<file path="config.mk">
export PLATFORM = sky130hd
export DESIGN_NAME = local_reset_generator
export DESIGN_NICKNAME = d
export VERILOG_FILES = /design/src/core/local_reset_pkg.sv /design/src/core/local_reset_generator.sv
export VERILOG_INCLUDE_DIRS = /design/src /design/src/core
export SDC_FILE = /design/constraint.sdc
export NUM_CORES = 1
export LEC_CHECK = 0
export BUFFER_PORTS_ARGS = -buffer_cell sky130_fd_sc_hd__clkbuf_2
export CAP_MARGIN = 20
export CORE_AREA = 8 8 45 47
export DETAILED_ROUTE_END_ITERATION = 7
export DIE_AREA = 0 0 53 55
export GPL_ROUTABILITY_DRIVEN = 1
export PLACE_DENSITY = 0.75
export SLEW_MARGIN = 20
export SYNTH_ARGS = -nofsm -noshare
export SYNTH_HDL_FRONTEND = slang
export SYNTH_SLANG_ARGS = --single-unit
export TNS_END_PERCENT = 100
</file>
<file path="constraint.sdc">
create_clock -name clk_in -period 2.13 [get_ports clk_in]
set_clock_uncertainty 0.05 [all_clocks]
set_input_delay 0.426 -clock clk_in [delete_from_list [all_inputs] [get_ports clk_in]]
set_output_delay 0.426 -clock clk_in [all_outputs]
set_load 0.02 [all_outputs]
</file>
<file path="src/core/local_reset_consts.svh">
`ifndef LOCAL_RESET_CONSTS_SVH
`define LOCAL_RESET_CONSTS_SVH
// clock rate in kHz and period in ns
`define LRG_CLK_KHZ 20000
`define LRG_CLK_PERIOD_NS 50
// cycles local reset is stretched after every source falls
`define LRG_HOLD_CYCLES 4
// width of the hold counter
`define LRG_HOLD_W 3
// reset value of the hold counter after power-up
`define LRG_HOLD_RST 3'h4
// number of reset sources
`define LRG_NUM_SRC 5
// source bit positions
`define LRG_SRC_WDOG 0
`define LRG_SRC_SWITCH 1
`define LRG_SRC_REMOTE 2
`define LRG_SRC_VME 3
`define LRG_SRC_POWER 4
`endif

</file>
<file path="src/core/local_reset_pkg.sv">
package local_reset_pkg;
  // local reset state
  typedef enum logic [1:0] {
    ST_RESET,
    ST_HOLD,
    ST_RUN
  } seq_state_t;
endpackage : local_reset_pkg

</file>
<file path="src/core/local_reset_generator.sv">
// What this block does
// - local reset asserted whenever full system reset is asserted
// - watchdog expiry asserts local reset
// - front-panel switch resets only while system-controller function disabled
// - remote board-control reset bit asserts local reset
// - vme system reset and power-up also reset; five board sources plus full system reset
// - vme accesses ignored, no slave response, during local reset
// - ignored access ends in bus error when global timer expires
// - local reset aborts local bus cycle in progress, bridged too
`timescale 1ns/1ps
`include "local_reset_consts.svh"
module local_reset_generator #(
  parameter int HOLD_CYCLES = `LRG_HOLD_CYCLES
) (
  input  wire logic clk_in,
  input  wire logic sys_rst_in,
  input  wire logic full_system_reset_in,
  input  wire logic wdog_expired_in,
  input  wire logic panel_switch_in,
  input  wire logic sysctl_enabled_in,
  input  wire logic remote_reset_bit_in,
  input  wire logic vme_sysreset_in,
  input  wire logic power_up_reset_in,
  input  wire logic vme_access_in,
  input  wire logic vme_ack_in,
  input  wire logic bus_timer_en_in,
  input  wire logic bus_timer_expired_in,
  input  wire logic local_cycle_in,
  output logic      local_bus_reset_out,
  output logic      vme_ack_out,
  output logic      vme_berr_out,
  output logic      local_abort_out
);
  import local_reset_pkg::*;

  // one bit per board source; full system reset is kept apart
  logic [`LRG_NUM_SRC-1:0] src;
  logic                    sw_masked;
  logic                    any_src;

  // sequencer registers and their next values
  seq_state_t              state_ff;
  seq_state_t              nxt_state;
  logic [`LRG_HOLD_W-1:0]  hold_ff;
  logic [`LRG_HOLD_W-1:0]  nxt_hold;
  logic [`LRG_HOLD_W-1:0]  hold_load;
  logic                    hold_done;
  logic                    loc_rst_ff;
  logic                    nxt_loc_rst;

  // slave answer registers and their next values
  logic                    ack_ff;
  logic                    nxt_ack;
  logic                    berr_ff;
  logic                    nxt_berr;
  logic                    pending_ff;
  logic                    nxt_pending;
  logic                    ignore_access;
  logic                    timer_fired;

  // local cycle abort register
  logic                    abort_ff;
  logic                    nxt_abort;

  assign src[`LRG_SRC_WDOG]   = wdog_expired_in;

  // switch masked by controller
  // with the controller function on, the switch already drives the bus-wide reset
  assign sw_masked            = panel_switch_in & ~sysctl_enabled_in;
  assign src[`LRG_SRC_SWITCH] = sw_masked;

  // is the remote master's discipline; nothing here tells a hung bus from a busy one
  assign src[`LRG_SRC_REMOTE] = remote_reset_bit_in;

  assign src[`LRG_SRC_VME]    = vme_sysreset_in;
  assign src[`LRG_SRC_POWER]  = power_up_reset_in;

  // system reset included
  // local reset is the smaller reset, so anything wider must pull it too
  assign any_src = (|src) | full_system_reset_in;

  // hold length, cut to the counter width on purpose
  assign hold_load = HOLD_CYCLES[`LRG_HOLD_W-1:0];

  // last hold edge; a load of zero behaves like a load of one
  assign hold_done = (hold_ff <= `LRG_HOLD_W'(1));

  // next sequencer state; release stretched so short glitches still give a full reset
  always_comb begin
    nxt_state = state_ff;
    case (state_ff)
      ST_RESET: begin
        if (!any_src) begin
          nxt_state = ST_HOLD;
        end
      end
      ST_HOLD: begin
        if (any_src) begin
          nxt_state = ST_RESET; // restart the stretch
        end else if (hold_done) begin
          nxt_state = ST_RUN;
        end
      end
      ST_RUN: begin
        if (any_src) begin
          nxt_state = ST_RESET;
        end
      end
      default: begin
        nxt_state = ST_RESET; // unused code falls back to reset
      end
    endcase
  end

  // next hold count; reloaded while a source stands, counted down once all are gone
  always_comb begin
    nxt_hold = hold_ff;
    case (state_ff)
      ST_RESET: begin
        nxt_hold = hold_load;
      end
      ST_HOLD: begin
        if (!any_src && !hold_done) begin
          nxt_hold = hold_ff - `LRG_HOLD_W'(1);
        end
      end
      ST_RUN: begin
        nxt_hold = hold_ff;
      end
      default: begin
        nxt_hold = hold_load;
      end
    endcase
  end

  // next local reset level
  always_comb begin
    nxt_loc_rst = loc_rst_ff;
    case (state_ff)
      ST_RESET: begin
        nxt_loc_rst = 1'b1;
      end
      ST_HOLD: begin
        if (!any_src && hold_done) begin
          nxt_loc_rst = 1'b0;
        end
      end
      ST_RUN: begin
        if (any_src) begin
          nxt_loc_rst = 1'b1;
        end
      end
      default: begin
        nxt_loc_rst = 1'b1;
      end
    endcase
  end

  // sequencer state register
  always_ff @(posedge clk_in) begin
    if (sys_rst_in) begin
      state_ff <= ST_RESET;
    end else begin
      state_ff <= nxt_state;
    end
  end

  // hold counter
  always_ff @(posedge clk_in) begin
    if (sys_rst_in) begin
      hold_ff <= `LRG_HOLD_RST;
    end else begin
      hold_ff <= nxt_hold;
    end
  end

  // local reset register
  // one flop feeds every local consumer, so all leave reset on the same edge
  always_ff @(posedge clk_in) begin
    if (sys_rst_in) begin
      loc_rst_ff <= 1'b1;
    end else begin
      loc_rst_ff <= nxt_loc_rst;
    end
  end

  // ignored access test
  // an access begun in reset stays ignored to its end; acking its tail would answer half a cycle
  assign ignore_access = loc_rst_ff | pending_ff;

  assign nxt_ack = vme_ack_in & ~ignore_access;

  assign timer_fired = bus_timer_en_in & bus_timer_expired_in;

  // error for ignored access
  // without an enabled timer the master simply waits; nothing here can end its cycle
  assign nxt_berr = vme_access_in & ignore_access & timer_fired;

  // mark an access that starts while in reset; cleared when the access ends
  always_comb begin
    nxt_pending = pending_ff;
    if (!vme_access_in) begin
      nxt_pending = 1'b0;
    end else if (loc_rst_ff) begin
      nxt_pending = 1'b1;
    end
  end

  // acknowledge register
  always_ff @(posedge clk_in) begin
    if (sys_rst_in) begin
      ack_ff <= 1'b0;
    end else begin
      ack_ff <= nxt_ack;
    end
  end

  // bus error register
  always_ff @(posedge clk_in) begin
    if (sys_rst_in) begin
      berr_ff <= 1'b0;
    end else begin
      berr_ff <= nxt_berr;
    end
  end

  // ignored-access marker
  always_ff @(posedge clk_in) begin
    if (sys_rst_in) begin
      pending_ff <= 1'b0;
    end else begin
      pending_ff <= nxt_pending;
    end
  end

  // abort running cycle
  // a bridged cycle cut this way can leave the far bus confused; software must avoid it
  assign nxt_abort = local_cycle_in & any_src;

  // abort register
  always_ff @(posedge clk_in) begin
    if (sys_rst_in) begin
      abort_ff <= 1'b0;
    end else begin
      abort_ff <= nxt_abort;
    end
  end

  // outputs straight from their flops
  assign local_bus_reset_out = loc_rst_ff;
  assign vme_ack_out         = ack_ff;
  assign vme_berr_out        = berr_ff;
  assign local_abort_out     = abort_ff;
endmodule : local_reset_generator

</file>
==> results of run 1 <==
-- area by class of cell --
class                   count  area, sq um  share of cell area (%)
multi-input cells          40          284                    44.6
repair buffers             17         85.1                    13.4
flip-flops and latches     10          200                    31.4
inverters                   3         11.3                    1.77
clock buffers               4         36.3                    5.70
well taps                  16         20.0                    3.14
-- final timing paths --
check,cells after the start,slack (ns),end,startpoint
setup / recovery,6,0.44,hold_ff[1],hold_ff[1]
setup reg to reg,6,0.44,hold_ff[1],hold_ff[1]
hold reg to reg,1,0.37,vme_ack_out,pending_ff
hold / removal,2,0.33,vme_berr_out,bus_timer_expired_in
-- power by group --
group	total [mW]	switching (mW)	internal (mW)
Sequential	0.191	0.00107	0.190
Clock	0.169	0.0654	0.104
Combinational	0.0270	0.0132	0.0137
Total	0.387	0.0797	0.307
-- flip-flops by register name, indices dropped and copies added, names as in the netlist --
register and flops:
hold_ff 3, vme_ack_out 1, pending_ff 1, local_bus_reset_out 1, local_abort_out 1, state_ff 2
vme_berr_out 1
-- stage by stage --
step                instance area, sq um  utilization (%)  instances  hold slack, ns
floorplan                            499                -         54           0.350
global placement                     601             43.4         86           0.366
detailed placement                   601             43.4         86           0.372
CTS                                  637             46.0         90           0.328
global route                         637             46.0         90           0.339
finish                               637             46.0         90           0.333
-- layer usage --
metal	share of wire [%]	GRT usage (%)	up-vias
met5	0	0	-
met4	4.1	9.05	0
met3	13	5.61	4
met2	39	12.7	20
met1	43	8.85	203
li1	-	-	237
-- cells in the final DEF, fill, tap and decap left out --
cell type   n
o211ai_1    1
or3_1       1
inv_1       3
nand3_1     4
nor4_4      1
a21oi_1     3
nand2_1     2
nor2b_1     2
clkbuf_4    3
or4b_2      1
and3_1      1
a2111oi_0   1
a2111o_1    1
nor3_1      2
nor4b_1     2
nor4_1      1
nand2b_1    4
nor2_1      5
o31ai_1     1
and3b_1     1
dfxtp_1    10
nor3b_1     1
o21ba_2     1
clkbuf_2   17
ha_1        2
clkbuf_8    1
a31oi_1     1
o2111ai_2   1
-- worst max-delay path: stages, from the launching register on --
cell	delay (ns)
dfxtp_1	0.39
inv_1	0.08
ha_1	0.18
o21ba_2	0.27
o2111ai_2	0.15
or3_1	0.34
a31oi_1	0.16
-- cell families (layout without fill, tap and decap cells) --
kind of cell | after synthesis | count (layout) | synth area share, %
and+or+nand+nor | 28 | 28 | 35.6
AOI/OAI and AO/OA | 10 | 10 | 16.3
DFF | 10 | 10 | 40.1
buffers and inverters | 4 | 24 | 3.01
adders and majority gates | 2 | 2 | 5.01
==> Implementation_results.wiki, run 1 <==
{| class="wikitable"
! Metric !! Value
|-
| Row Count || 14
|-
| Maximum operating frequency || about 590 MHz
|-
| CP Data Required Time || 2.28 ns
|-
| Inserted Diodes || 0
|-
| Post-synthesis instance total || 54
|-
| Post-synthesis net count || 70
|-
| Number of hold-repair buffers added at the cts stage || 0
|-
| Count of endpoints failing setup in the final report || 0
|-
| Setup total negative slack || 0 ns
|-
| H-tree levels || 1
|-
| Starting Density || 36.1%
|-
| Number of register bits inferred by synthesis || 10
|-
| Post-route setup slack || 0.443 ns
|-
| Area Overhead vs Synth || 27.6%
|-
| Max-slew violation total from the final report || 0
|-
| Worst rel slew slack || between 70% and 80%
|-
| Overall die area || 2920 sq um
|-
| Final routed DRC violation total || 0
|-
| Result of the run || complete, no violations
|-
| CP Data Arrival Time || 1.84 ns
|-
| Max-cap check violation count || 0
|-
| 1st-pass router iterations || 2
|-
| Share of layout cells above drive strength 1 || about a third
|-
| Number of distinct library cell variants in the gate-level netlist after synthesis || 26
|-
| Filler cells || 150
|-
| Power per cell area || roughly 600 nW/um^2
|-
| Most instantiated library cell after synthesis || dfxtp_1
|-
| Mean instance size in the synthesized netlist || 9.24 sq um
|-
| Fraction of synthesized cell area taken by the top area cell type || 40.1%
|-
| Count of boundary I/O pins || 18
|-
| Clock tree buffer depth || 2
|-
| Clock tree from TritonCTS || yes
|-
| Clock sink total || 10
|-
| Total congestion overflow || 0
|-
| Worst-Skew Late Latency || 0.27 ns
|-
| Yosys synthesis warning count || 0
|-
| Weighted congestion reported at the end of routability-driven placement || 0.834
|-
| Antenna violations before repair || 0
|-
| Violation count after the first detailed-routing iteration || 3
|-
| Dpl hpwl || 864 um
|-
| Wire length of the first global-routing pass || ~1900 um
|-
| Element type at the critical path start || flop
|-
| Reg clk slew, reported paths || 0.07 ns
|-
| Floorplan Core Area || 1380 sq um
|-
| Place WS || between 0.4 and 0.5 ns
|-
| Average wire length per cell after detail routing || 11.8 um
|-
| Post-synth top area cell || dfxtp_1
|-
| Worst ir drop on vdd || slightly below 0.3 mV
|-
| Number of buffers inserted to repair setup after CTS || 0
|-
| Final Net Count || 91
|-
| Final ANT Viol Nets || 0
|-
| Commonest cells in the netlist || dfxtp_1 (10), nor2_1 (5), nand2b_1 (4), nand3_1 (4)
|-
| Endpoint type of the worst setup path || flop
|-
| Crit path kind || flop to flop
|-
| Library cell used as clock root buffer || clkbuf_4
|-
| Post-synth EDFFs || 0
|-
| Aggregate global-route resource usage || a little under a tenth
|-
| Path class of the lowest-slack min-delay path || input pin to flop
|-
| Vias/cell || 5.16
|-
| Post_cts resized || 0
|-
| Sequential share of the synthesized area || about two fifths
|-
| Final Hold Violating Endpoints || 0
|-
| IO buf count || 17
|-
| Number of buffers created by CTS || 3
|-
| Final worst path period need || 1.69 ns
|-
| Overall via count from detail_route || 464
|-
| Number of global-route vias before repair || ~440
|-
| Pin count of the biggest net entering global routing || 13
|-
| Ys flop type || dfxtp_1
|-
| Cell area after synthesis || ~500 sq um
|-
| Final worst-path cycle share || just under 80%
|-
| Routed Wire Length || 1060 um
|-
| Height of the die || 55 um
|-
| Setup repair after global routing missed its margin || false
|-
| Fraction of registers with async set or reset after synthesis || 0%
|-
| Most area-consuming cells after synthesis || dfxtp_1 (40%), ha_1 (5.0%), nand2b_1 (5.0%)
|-
| Top fanout value on the critical path || 4
|-
| Die width || 53 um
|-
| Leakage power summed over all cells || 0.249 nW
|-
| Worst Tran Pin Value || ~0.31 ns
|-
| Power consumption || 0.387 mW
|}
No activity file was read; power rests on OpenSTA's default activity.
==> run 2: changes to the inputs <==
- clock period: 2.13 -> 1.7 ns (I/O delays scaled with it)
==> run 2 against run 1 <==
  * Sequential power is 25% higher
  * First-iteration DRC count grew to 3.0 times the previous value
  * Global-route usage is 0.10 points lower
  * Count of clock-buffer cells in the layout is 1 lower
  * Core utilization is 0.090 points higher
  * Register-to-register slack worse by 0.35 ns
  * Worst setup slack worse by 0.35 ns
  * Sequential share of layout area is 0.062 points lower
  * Non-clock buffer count is 2 higher
  * Cell count is 1.1% higher
  * Hold slack worse by 0.081 ns
  * Power is 12% higher
  * Critical path type unchanged
  * Highest routed layer unchanged
==> Implementation_results.wiki, run 2 (same netlist as run 1, synthesis figures left out) <==
{| class="wikitable"
! Metric !! Value
|-
| Result of the run || complete, no violations (unchanged)
|-
| Number of hold-repair buffers added at the cts stage || 0 (unchanged)
|-
| Clock sink total || 10 (unchanged)
|-
| Final ANT Viol Nets || 0 (unchanged)
|-
| Worst Tran Pin Value || 0.323 ns (was 0.310 ns)
|-
| Pin count of the biggest net entering global routing || 12 (was 13)
|-
| Weighted congestion reported at the end of routability-driven placement || 0.861 (was 0.834)
|-
| Critical register-to-register path startpoint || hold_ff[1] (unchanged)
|-
| Final routed DRC violation total || 0 (unchanged)
|-
| Power per cell area || 680 nW/um^2 (was 607 nW/um^2)
|-
| CP Data Arrival Time || 1.75 ns (was 1.84 ns)
|-
| Clock tree buffer depth || 2 (unchanged)
|-
| Relative contribution of sequential cells to total power || 55.1% (was 49.3%)
|-
| 1st-pass router iterations || 4 (was 2)
|-
| Top Registers || hold_ff: 3 flops, state_ff: 2 flops (unchanged)
|-
| Net Switching || 0.0953 mW (was 0.0797 mW)
|-
| Crit path kind || flop to flop (unchanged)
|-
| Reg2reg path depth || 6 (unchanged)
|-
| Internal Pwr Total || 0.339 mW (was 0.307 mW)
|-
| Total congestion overflow || 0 (unchanged)
|-
| Leakage power summed over all cells || 0.251 nW (was 0.249 nW)
|-
| Delay of the slowest cell on the worst path || 0.37 ns (was 0.39 ns)
|-
| Height of the die || 55 um (unchanged)
|-
| Top fanout value on the critical path || 4 (unchanged)
|-
| Area Overhead vs Synth || 27.8% (was 27.6%)
|-
| Endpoint type of the worst setup path || flop (unchanged)
|-
| Overall die area || 2920 sq um (unchanged)
|-
| Final Net Count || 93 (was 91)
|-
| Leading cell types in the layout, fill and taps excluded || clkbuf_2 (17), dfxtp_1 (10), nor2_1 (5) (unchanged)
|-
| Final std cells w/o fill || 91 (was 90)
|-
| IO buf count || 17 (unchanged)
|-
| Inserted Diodes || 0 (unchanged)
|-
| Number of buffers inserted to repair setup after CTS || 0 (unchanged)
|-
| Path class of the lowest-slack min-delay path || input pin to flop (unchanged)
|-
| Number of global-route vias before repair || 473 (was 443)
|-
| Worst Hold Launch || bus_timer_expired_in (unchanged)
|-
| Routed Wire Length || 1060 um (about the same)
|-
| Violation count after the first detailed-routing iteration || 9 (was 3)
|-
| Share of layout cells above drive strength 1 || 34.7% (was 33.8%)
|-
| Most common cell after layout, fill and taps aside || clkbuf_2 (unchanged)
|-
| Logic gate share of total power || 8.4% (was 7.0%)
|-
| Setup repair after global routing missed its margin || false (unchanged)
|-
| Max-cap check violation count || 0 (unchanged)
|-
| Register bank with the most flops || hold_ff (unchanged)
|-
| Reg clk slew, reported paths || 0.06 ns (was 0.07 ns)
|-
| Dpl hpwl || 840 um (was 864 um)
|-
| Overall via count from detail_route || 479 (was 464)
|-
| Maximum operating frequency || 624 MHz (was 593 MHz)
|-
| Placed cell area || 616 sq um (was 601 sq um)
|-
| Clock tree from TritonCTS || yes (unchanged)
|-
| Final worst path period need || 1.60 ns (was 1.69 ns)
|-
| Die width || 53 um (unchanged)
|-
| Antenna violations before repair || 0 (unchanged)
|-
| Worst-Skew Late Latency || 0.26 ns (was 0.27 ns)
|-
| Library cell used as clock root buffer || clkbuf_4 (unchanged)
|-
| Cell Count Post-Placement || 88 (was 86)
|-
| Row Count || 14 (unchanged)
|-
| Count of endpoints failing setup in the final report || 0 (unchanged)
|-
| Max-slew violation total from the final report || 0 (unchanged)
|-
| Post-route cell area || 638 sq um (was 637 sq um)
|-
| Element type at the critical path start || flop (unchanged)
|-
| Clock share of power || 36.5% (was 43.7%)
|-
| Hold Path Stages || 2 (unchanged)
|-
| Final Hold Violating Endpoints || 0 (unchanged)
|-
| Vias/cell || 5.26 (was 5.16)
|-
| Aggregate global-route resource usage || 8.93% (was 9.03%)
|-
| Setup total negative slack || 0 ns (unchanged)
|-
| CP Data Required Time || 1.85 ns (was 2.28 ns)
|-
| Count of boundary I/O pins || 18 (unchanged)
|-
| Worst-path cell chain || inv_1, ha_1, o21ba_2, o2111ai_2, or3_1, a31oi_1 (unchanged)
|-
| Max FFs per register || 3 (unchanged)
|-
| H-tree levels || 1 (unchanged)
|-
| Wire length of the first global-routing pass || 1900 um (was 1880 um)
|-
| Worst slack on hold paths || 0.251 ns (was 0.333 ns)
|-
| Worst rel slew slack || 77.9% (was 78.8%)
|-
| Starting Density || 36.1% (unchanged)
|-
| Floorplan Core Area || 1380 sq um (unchanged)
|-
| Post_cts resized || 0 (unchanged)
|-
| Average wire length per cell after detail routing || 11.7 um (was 11.8 um)
|-
| Critical-path cell with the highest stage delay || dfxtp_1 (unchanged)
|-
| Filler cells || 136 (was 150)
|-
| Switching share of power || 22.0% (was 20.6%)
|-
| Worst ir drop on vdd || 0.226 mV (was 0.291 mV)
|-
| Number of buffers created by CTS || 3 (unchanged)
|-
| Final worst-path cycle share || 94.3% (was 79.2%)
|-
| Timing startpoint of the critical path || hold_ff[1] (unchanged)
|}
run 2: layout make-up:
cell class / instances / area (sq um) / area share (%)
clock buffer: 3 / 22.5 / 3.53
inverter: 3 / 11.3 / 1.76
multi-input combinational: 40 / 284 / 44.5
sequential: 10 / 200 / 31.4
tap: 16 / 20.0 / 3.14
timing repair buffer: 19 / 100 / 15.7
run 2: per-stage QoR:
step | total power [mW] | util, % | setup WS [ns]
2_1_floorplan | 0.259 | - | 0.169
4_1_cts | 0.436 | 46.1 | 0.0889
3_5_place_dp | 0.281 | 44.5 | 0.0808
6_report | 0.434 | 46.1 | 0.0965
5_1_grt | 0.454 | 46.1 | 0.0150
3_3_place_gp | 0.280 | 44.5 | 0.0756
run 2: path summary, 6_finish.rpt:
check | to | slack, ns
setup / recovery | hold_ff[1] | 0.1
hold / removal | vme_berr_out | 0.25
setup reg to reg | hold_ff[1] | 0.1
hold reg to reg | vme_ack_out | 0.38
run 2: layer usage:
layer | vias to the layer above | track usage, % | routed length [um]
met1 | 207 | 9.33 | 462
met5 | - | 0 | 0
met2 | 25 | 13.3 | 419
met3 | 5 | 4.28 | 147
li1 | 242 | - | -
met4 | 0 | 7.76 | 34
run 2: worst max-delay path, delay by kind of cell, from the launching register on:
kind	cells	cell delay, ns
compound gates	3	0.55
flops	1	0.37
simple gates	1	0.32
fa+ha+maj	1	0.18
buf+inv	1	0.08
run 2: power by group through the flow:
stage	registers [mW]	clock network, mW	logic, mW
after floorplan	0.247	0	0.0119
after global placement	0.244	0	0.0362
after detailed placement	0.244	0	0.0368
after CTS	0.239	0.159	0.0369
after global routing	0.239	0.173	0.0410
final	0.239	0.158	0.0364
